--- config.mk ---
export PLATFORM = sky130hd
export DESIGN_NAME = safe_torque_off_gate
export DESIGN_NICKNAME = d
export VERILOG_FILES = /design/src/inc/torque_off_pkg.sv /design/src/design/safe_torque_off_gate.sv
export SDC_FILE = /design/constraint.sdc
export NUM_CORES = 1
export LEC_CHECK = 0
export BUFFER_PORTS_ARGS = -buffer_cell sky130_fd_sc_hd__buf_2
export CORE_MARGIN = 2
export CORE_UTILIZATION = 30
export CTS_BUF_LIST = sky130_fd_sc_hd__clkbuf_4
export DETAILED_ROUTE_END_ITERATION = 10
export RECOVER_POWER = 25
export SKIP_CTS_REPAIR_TIMING = 1
export SYNTH_ARGS = -nofsm -noshare
export SYNTH_HDL_FRONTEND = slang
export SYNTH_SLANG_ARGS = --single-unit
--- constraint.sdc ---
create_clock -name ref_clk_in -period 2.44 [get_ports ref_clk_in]
set_input_delay 0.488 -clock ref_clk_in [delete_from_list [all_inputs] [get_ports ref_clk_in]]
set_output_delay 0.488 -clock ref_clk_in [all_outputs]
set_load 0.1 [all_outputs]
--- src/inc/torque_off_pkg.sv ---
/*
  constants for the safe torque disable gate: fault codes, display
  states, timing counts.
  assumes a single 25 MHz clock and synchronous active-high reset.
*/
package torque_off_pkg;
  // ****************************************
  // timing
  // ****************************************
  localparam int unsigned CLK_HZ = 25000000;
  localparam int unsigned BLOCK_LIMIT_MS = 30;
  // longest time rounds down
  localparam int unsigned BLOCK_LIMIT_CYC = (CLK_HZ / 1000) * BLOCK_LIMIT_MS;
  // mismatch between channels tolerated in the safe state before an external request code upgrades to inconsistency
  localparam int unsigned SKEW_MS = 10;
  localparam int unsigned SKEW_CYC = (CLK_HZ / 1000) * SKEW_MS;
  localparam int unsigned CNT_W = 24;

  // ****************************************
  // fault codes shown on the display, suffix of the 150 group
  // ****************************************
  localparam logic [3:0] FAULT_NONE = 4'hf;
  localparam logic [3:0] FAULT_EXT_REQ = 4'h0;
  localparam logic [3:0] FAULT_MISMATCH = 4'h1;
  localparam logic [3:0] FAULT_SUPPLY = 4'h2;
  localparam logic [3:0] FAULT_INPUT_CKT = 4'h3;
  localparam logic [3:0] FAULT_BUFFER_CKT = 4'h4;

  // ****************************************
  // drive status shown on the display
  // ****************************************
  localparam logic [1:0] STAT_INIT = 2'h0;
  localparam logic [1:0] STAT_RUN = 2'h1;
  localparam logic [1:0] STAT_SAFE = 2'h2;
  localparam logic [1:0] STAT_RESET = 2'h3;
endpackage : torque_off_pkg

--- src/design/safe_torque_off_gate.sv ---
/*
  safe torque disable gate: blocks pwm gates on either request low,
  latches fault codes, releases through an auto-reset.
  assumes inputs synchronous to ref_clk_in, init_done_in from the cpu.
*/
module safe_torque_off_gate #(
  parameter int unsigned PWM_W = 6,
  parameter int unsigned BLOCK_CYC = torque_off_pkg::BLOCK_LIMIT_CYC,
  parameter int unsigned SKEW_CYCLES = torque_off_pkg::SKEW_CYC
) (
  input wire logic ref_clk_in,
  input wire logic reset_in,
  input wire logic torque_off_request_a_in,
  input wire logic torque_off_request_b_in,
  input wire logic [PWM_W-1:0] pwm_in,
  input wire logic init_done_in,
  input wire logic servo_on_in,
  input wire logic supply_fault_in,
  input wire logic input_ckt_fault_in,
  input wire logic buffer_ckt_fault_in,
  input wire logic [3:0] mode_in,
  output logic [PWM_W-1:0] pwm_out,
  output logic buffer_disable_out,
  output logic safe_torque_disable_out,
  output logic [3:0] display_mode_out,
  output logic [1:0] display_status_out,
  output logic [3:0] display_fault_out,
  output logic fault_active_out
);
  // ****************************************
  // state machine
  // ****************************************
  typedef enum logic [3:0] {
    ST_INIT = 4'b0001,
    ST_RUN = 4'b0010,
    ST_SAFE = 4'b0100,
    ST_RESET = 4'b1000
  } gate_state_e;

  gate_state_e state_r, state_nxt;
  logic [3:0] fault_r, fault_nxt;
  logic [torque_off_pkg::CNT_W-1:0] skew_r, skew_nxt;
  logic [PWM_W-1:0] pwm_r, pwm_nxt;
  logic block_r, block_nxt;
  logic [3:0] mode_r, mode_nxt;
  logic [1:0] status_r, status_nxt;
  logic [3:0] disp_fault_r, disp_fault_nxt;
  logic fault_act_r, fault_act_nxt;

  logic both_high, both_low, one_low, internal_fault;
  logic [3:0] int_code;

  // decode of requests and internal diagnosis
  always_comb begin
    both_high = torque_off_request_a_in & torque_off_request_b_in;
    both_low = ~torque_off_request_a_in & ~torque_off_request_b_in;
    one_low = torque_off_request_a_in ^ torque_off_request_b_in;
    internal_fault = supply_fault_in | input_ckt_fault_in | buffer_ckt_fault_in;
    // supply first: a bad rail makes the other diagnoses untrustworthy
    if (supply_fault_in) begin
      int_code = torque_off_pkg::FAULT_SUPPLY;
    end else if (input_ckt_fault_in) begin
      int_code = torque_off_pkg::FAULT_INPUT_CKT;
    end else if (buffer_ckt_fault_in) begin
      int_code = torque_off_pkg::FAULT_BUFFER_CKT;
    end else begin
      int_code = torque_off_pkg::FAULT_NONE;
    end
  end

  // next state and latched fault code
  always_comb begin
    state_nxt = state_r;
    fault_nxt = fault_r;
    skew_nxt = skew_r;
    // skew counter times one-channel-low; simultaneous drop is expected
    if (one_low) begin
      if (skew_r < torque_off_pkg::CNT_W'(SKEW_CYCLES)) begin
        skew_nxt = skew_r + 1'b1;
      end
    end else begin
      skew_nxt = '0;
    end
    case (state_r)
      ST_INIT: begin
        // hold until cpu init done, then enter safe state to qualify
        if (init_done_in) begin
          state_nxt = ST_SAFE;
        end
      end
      ST_RUN: begin
        if (internal_fault) begin
          state_nxt = ST_SAFE;
          fault_nxt = int_code;
        end else if (both_low) begin
          state_nxt = ST_SAFE;
          fault_nxt = torque_off_pkg::FAULT_EXT_REQ;
        end else if (one_low) begin
          state_nxt = ST_SAFE;
          fault_nxt = torque_off_pkg::FAULT_MISMATCH;
        end
      end
      ST_SAFE: begin
        // upgrade code while waiting; internal faults dominate
        if (internal_fault) begin
          fault_nxt = int_code;
        end else if (one_low && skew_r >= torque_off_pkg::CNT_W'(SKEW_CYCLES)
                     && (fault_r == torque_off_pkg::FAULT_EXT_REQ
                     || fault_r == torque_off_pkg::FAULT_NONE)) begin
          fault_nxt = torque_off_pkg::FAULT_MISMATCH;
        end else if (both_low && fault_r == torque_off_pkg::FAULT_NONE) begin
          // requests already low when the safe state began after init
          fault_nxt = torque_off_pkg::FAULT_EXT_REQ;
        end
        if (both_high && !servo_on_in && !internal_fault) begin
          state_nxt = ST_RESET;
        end
      end
      ST_RESET: begin
        // code clears only here, after release conditions held
        if (both_high && !servo_on_in && !internal_fault) begin
          state_nxt = ST_RUN;
          fault_nxt = torque_off_pkg::FAULT_NONE;
        end else begin
          // a fault arriving mid-release still gets its code shown
          state_nxt = ST_SAFE;
          if (internal_fault) begin
            fault_nxt = int_code;
          end
        end
      end
      default: begin
        state_nxt = ST_SAFE;
      end
    endcase
  end

  // gate path: blocked one cycle after a request drops, far inside limit
  always_comb begin
    block_nxt = 1'b1;
    if (state_nxt == ST_RUN && both_high && !internal_fault) begin
      block_nxt = 1'b0;
    end
    // all gates off, never a braking pattern, so the motor coasts
    pwm_nxt = block_nxt ? '0 : pwm_in;
  end

  // display contents
  always_comb begin
    mode_nxt = mode_in;
    disp_fault_nxt = fault_nxt;
    fault_act_nxt = (fault_nxt != torque_off_pkg::FAULT_NONE);
    case (state_nxt)
      ST_INIT: status_nxt = torque_off_pkg::STAT_INIT;
      ST_RUN: status_nxt = torque_off_pkg::STAT_RUN;
      ST_SAFE: status_nxt = torque_off_pkg::STAT_SAFE;
      ST_RESET: status_nxt = torque_off_pkg::STAT_RESET;
      default: status_nxt = torque_off_pkg::STAT_SAFE;
    endcase
  end

  // registers; reset leaves the buffer disabled like the pull-up
  always_ff @(posedge ref_clk_in) begin
    if (reset_in) begin
      state_r <= ST_INIT;
      fault_r <= torque_off_pkg::FAULT_NONE;
      skew_r <= '0;
      pwm_r <= '0;
      block_r <= 1'b1;
      mode_r <= 4'h0;
      status_r <= torque_off_pkg::STAT_INIT;
      disp_fault_r <= torque_off_pkg::FAULT_NONE;
      fault_act_r <= 1'b0;
    end else begin
      state_r <= state_nxt;
      fault_r <= fault_nxt;
      skew_r <= skew_nxt;
      pwm_r <= pwm_nxt;
      block_r <= block_nxt;
      mode_r <= mode_nxt;
      status_r <= status_nxt;
      disp_fault_r <= disp_fault_nxt;
      fault_act_r <= fault_act_nxt;
    end
  end

  assign pwm_out = pwm_r;
  assign buffer_disable_out = block_r;
  assign safe_torque_disable_out = block_r;
  assign display_mode_out = mode_r;
  assign display_status_out = status_r;
  assign display_fault_out = disp_fault_r;
  assign fault_active_out = fault_act_r;

  // ****************************************
  // assertion helper
  // ****************************************
  // cycles a request has been low with the gates still live; one is the
  // most the gate path allows, the 30 ms limit is only a backstop
  logic [torque_off_pkg::CNT_W-1:0] live_cnt_r, live_cnt_nxt;

  always_comb begin
    live_cnt_nxt = '0;
    if (!both_high && !block_r) begin
      live_cnt_nxt = live_cnt_r + 1'b1;
    end
  end

  always_ff @(posedge ref_clk_in) begin
    if (reset_in) begin
      live_cnt_r <= '0;
    end else begin
      live_cnt_r <= live_cnt_nxt;
    end
  end
endmodule : safe_torque_off_gate

# After elaboration in Yosys (flattened, before gate mapping)
# Index checks and enable logic that the tools add are counted.
[word_totals] reg_bits=46 in_bits=19 output_inout_bits=19 word_cells=63
[classes] eq_ne=9 addsub=1 magnitude_cmp=2 mux=21 bitwise_logic=9 n_reduce_logical=13
[op_table] op="$mux W4" count=16
[op_table] op="$add A24 B1 Y24 const B" count=1
[op_table] op="$ge A24 B18 Y1 const B" count=1
[op_table] op="$lt A24 B18 Y1 const B" count=1
[op_table] op="$pmux W4 S4" count=1
[op_table] op="$eq A4 B4 Y1 const B" count=3
[op_table] op="$pmux W4 S3" count=1
[op_table] op="$eq A4 B1 Y1 const B" count=2
[op_table] op="$eq A4 B2 Y1 const B" count=2
[op_table] op="$logic_and A1 B1 Y1" count=7
[op_table] op="$pmux W2 S3" count=1
[op_table] op="$eq A4 B3 Y1 const B" count=1
[op_table] op="$logic_not A4 Y1" count=1
[op_table] op="$ne A4 B4 Y1 const B" count=1
[op_table] op="$not A1 Y1" count=4
[op_table] op="$reduce_or A2 Y1" count=2
[op_table] op="$mux W3" count=1
[op_table] op="$and A1 B1 Y1" count=2
[op_table] op="$logic_not A1 Y1" count=2
[op_table] op="$or A1 B1 Y1" count=2
[op_table] op="$logic_or A1 B1 Y1" count=1
[op_table] op="$mux W1" count=1
[op_table] op="$xor A1 B1 Y1" count=1

# Depth between registers and ports, before layout
[depth] depth_word=11 depth_mapped=8 ltp_nobuf=8

# Worst setup path after synthesis
# Ideal clock, no wire load.
[synth_path] kind="reg2reg" from="register, netlist name display_fault_out[1]" to="register fault_act_r (netlist: fault_active_out)" t_arrival_ps=2138 setup_slack_ps=170 stages_incl_launch_ff=8 setup_time_ps=132 required_ps=2308 n_path_buf=1 synth_period_minus_slack_ps=2270 cell_sequence="dfxtp_1 -> clkbuf_1 -> and3_1 -> a21oi_1 -> a311oi_1 -> a21oi_1 -> o21ai_1 -> nand4_1"
[synth_rtl] element="to (signal assigned)" line="safe_torque_off_gate.sv:183" source="fault_act_r <= fault_act_nxt;"
[synth_rtl] element="to (decl)" line="safe_torque_off_gate.sv:48" source="logic fault_act_r, fault_act_nxt;"

# Worst setup path after layout
[layout_path] from="register skew_r[8] (netlist bit)" to="register skew_r[8] (netlist bit)"
[layout_between] elab_chain_cells=1 word_cells_on_any_way=2 cone_classes="add/sub (1); order compare (1)"
[layout_rtl] element="from (decl)" line="safe_torque_off_gate.sv:42" source="logic [torque_off_pkg::CNT_W-1:0] skew_r, skew_nxt;"
[layout_rtl] element="from (signal assigned)" line="safe_torque_off_gate.sv:177" source="skew_r <= skew_nxt;"
[layout_rtl] element="$add A24 B1 Y24 or $lt A24 B18 Y1 (tied branches)" line="safe_torque_off_gate.sv:79, safe_torque_off_gate.sv:78"
# Several ways; a longest one is shown, not always the timed one.
# A chain may end at the register's enable or synchronous reset.

==> flow_summary_export.csv <==
group,metric,value,unit
min_path,worst_hold_path.endpoint,"pwm_out[3]$_SDFF_PP0_",
critical_path,crit_path_start_kind,"register",
synth,syn-cell-area,2160,um2
synth,syn_inst,249,
pwr,power.internal,1030,uW
global_routing,grt_pass1_vias,1706,
finish,layout.nets,307,
clock_tree,htreeDepth,2,
pwr,p_switching,411,uW
global_routing,top_usage_layer,"met2",
global_routing,antenna_found_initial,0,
place,place_area,2420,um2
clock_tree,clockBufferDepth,2,
pwr,switching_share,0.284,
place,dp_hpwl,3220,um
timing,finalCritPeriodShare,0.823,
synth,synth_top_family_by_area,"simple AND/OR/NAND/NOR gates",
timing,tightest_slew,661,ps
synth,synth_xor_xnor_area_share,0.0488,
global_routing,grt_use_met3,0.0438,
min_path,hold_class,"in2reg",
floorplanning,std_cell_rows,30,
clock_tree,cts_tree,"built",
clock_tree,clkTransAtPathRegs,130,ps
timing,drv_slew,0,
synth,synth_edf_count,0,
floorplanning,core_area,6870,um2
synth,synth_fa_ha_area_frac,0.0232,
synth,synth_simple_gate_area_share,0.309,
min_path,min_from,"pwm_in[3]",
critical_path,crit_chain,"or4_4 -> o311ai_4 -> nand4_4 -> or3_1 -> a21oi_1",
synth,synth_mux_area_frac,0,
synth,synth_compound_area_frac,0.149,
place,place_congestion,0.872,
synth,syn_area_per_cell,8.66,um2
timing,slew_headroom,0.560,
finish,syn_to_final_growth,15.7,%
floorplanning,dieArea,7880,um2
critical_path,crit_slowest_cell,"or4_4",
routing,wirelength,4390,um
place,io_buffers,37,
timing,max_freq,0.498,GHz
synth,yosysWarnings,0,
global_routing,grt_start_max_net_pins,19,
critical_path,r2r-end,"skew_r[8]$_SDFFE_PP0N_",
synth,synth_area_leader_cell,"dfxtp_1",
floorplanning,die_y,88.8,um
floorplanning,initial_core_util,0.314,
floorplanning,fp.dieW,88.8,um
synth,yosys.cell_types.count,45,
timing,hold_viol_final,0,
critical_path,worstSetupPathType,"reg2reg",
finish,final_layout_size_suffix_gt1_frac,0.196,
synth,synth.top_cell.area_share,0.427,
run,cap_violations,0,
synth,yosys-top-cells-area,"dfxtp_1 43%, nor2_1 5.7%, a21oi_1 3.7%",
synth,seq_area_frac_synth,0.427,
timing,rsz0062_at_grt,"false",
synth,ys_async_sr_fraction,0,
pwr,pwr-share-seq,0.546,
critical_path,crit_buf_inv,0,
global_routing,grt_pass1_wl,7740,um
critical_path,worstPathArrival,2310,ps
status,outcome,"completed",
pwr,p_leak,0.000926,uW
global_routing,met2_usage,0.189,
routing,vias,1837,
timing,period_minus_slack,2010,ps
clock_tree,cts_buffers,5,
routing,firstDrtPassIters,4,
critical_path,crit_required,2740,ps
routing,drc,0,
routing,postRouteAntennaNets,0,
global_routing,overflow,0,
pwr,vdd_drop_max,233,uV
clock_tree,clock_latency,360,ps
routing,via_per_inst,4.82,
critical_path,crit_fanout,9,
global_routing,grtUsageMet1,0.158,
critical_path,r2r_slack,430,ps
floorplanning,ios,38,
pwr,power.share.clock,0.310,
global_routing,grt_use_total,0.125,
routing,wl_per_cell,11.5,um
critical_path,critPathTopFamily,"simple AND/OR/NAND/NOR gates",
finish,antenna_cells,0,
synth,syn-num-nets,272,
pwr,powerDensity,579,nW/um2
min_path,whs_path_depth,2,
critical_path,cpPeakStageDelay,550,ps
timing,setup_viol,0,
critical_path,worstRegToRegCells,5,
timing,setup-tns-final,0,ps
clock_tree,root_buffer,"clkbuf_4",
synth,ys_seq_elements,46,
routing,drtIter0Drc,165,
critical_path,reg2reg_from,"skew_r[8]$_SDFFE_PP0N_",
pwr,power.share.combinational,0.144,
finish,final_area,2490,um2
critical_path,cp-end-kind,"register",
synth,ys.flop_type,"dfxtp_1",
clock_tree,cts_sinks,46,
timing,skew,10.0,ps
-- area by class of cell --
class | instances | area (um2)
inverters | 10 | 37.5
clock inverters | 3 | 40.0
repair buffers | 39 | 198
multi-input cells | 182 | 1140
clock buffers | 5 | 37.5
fillers | 737 | 4370
flip-flops and latches | 46 | 921
well taps | 96 | 120
-- registers in the layout, summed over array words and instances (netlist names) --
register	flops
display_mode_out	4
buffer_disable_out	1
display_fault_out	4
pwm_out	6
skew_r	24
fault_active_out	1
display_status_out	2
state_r	4
-- how the worst max path moves through the flow --
stage                                          startpoint                          end  slack, ps  depth (start not counted)
after floorplan           display_fault_out[1]$_SDFF_PP1_  fault_active_out$_SDFF_PP0_        170                          7
after global placement            torque_off_request_b_in  fault_active_out$_SDFF_PP0_        290                          8
after detailed placement          torque_off_request_b_in  fault_active_out$_SDFF_PP0_        280                          8
after CTS                          skew_r[8]$_SDFFE_PP0N_       skew_r[4]$_SDFFE_PP0N_        410                          6
after global routing               skew_r[9]$_SDFFE_PP0N_      skew_r[16]$_SDFFE_PP0N_        280                          6
final                              skew_r[8]$_SDFFE_PP0N_       skew_r[8]$_SDFFE_PP0N_        430                          5
-- stage by stage --
stage / cells / hold WS (ps) / utilization / setup WS, ps / power (uW)
CTS: 381 / 308 / 0.364 / 408 / 1470
detailed placement: 373 / 441 / 0.352 / 276 / 1010
global placement: 373 / 434 / 0.352 / 285 / 1020
global route: 381 / 286 / 0.363 / 284 / 1520
floorplan: 249 / 420 / - / 170 / 965
finish: 381 / 323 / 0.363 / 433 / 1450
-- synth_stat cells (3+ instances only) --
cell type,instances
nand4_1,5
a311oi_1,3
nor4_1,3
a21oi_1,16
xor2_1,6
nor3_1,3
xnor2_1,6
nand2b_1,4
nor2_1,33
dfxtp_1,46
nor2b_1,6
nor4b_1,3
ha_1,4
nand3_1,9
and3_1,4
and2_1,12
nand3b_1,3
or3_1,8
inv_1,10
nand2_1,11
clkbuf_1,8
o21ai_0,16
o211ai_1,3
-- power groups by stage --
stage	Clock [uW]	Sequential, uW	Combinational [uW]
after global routing	505	793	224
after global placement	0	805	210
after floorplan	0	887	78.2
final	447	790	208
after detailed placement	0	806	209
after CTS	469	789	210
-- worst reg2reg max path, cell delays in order, from the launching register on --
cell      delay (ps)
dfxtp_1          350
or4_4            550
o311ai_4         340
nand4_4          190
or3_1            370
a21oi_1          150
-- layout by cell type, fill, tap and decap left out, drive strengths merged, types with 4 or more instances in the layout --
cell type and n:
o21ai 17, ha 4, xor2 6, nand2b 4
xnor2 6, and2 14, inv 10, clkbuf 7
nand4 6, and3 4, nor2 33, nor2b 6
nor3 4, or3 8, nand3 10, buf 37
dfxtp 46, a21oi 16, nand2 11
-- metal layers --
layer,wire (um),share of wire
met5,0,0
met4,74,0.017
met3,329,0.075
met2,1880,0.43
met1,2110,0.48
-- kinds of logic (layout without fill, tap and decap cells) --
group,after synthesis,count (layout)
adder cells (fa/ha/maj),4,4
AND/OR/NAND/NOR,116,116
flip-flops,46,46
XOR/XNOR,12,12
AO/OA/AOI/OAI,50,50
buffers and inverters,21,57
Power figures use the tool's default switching activity.
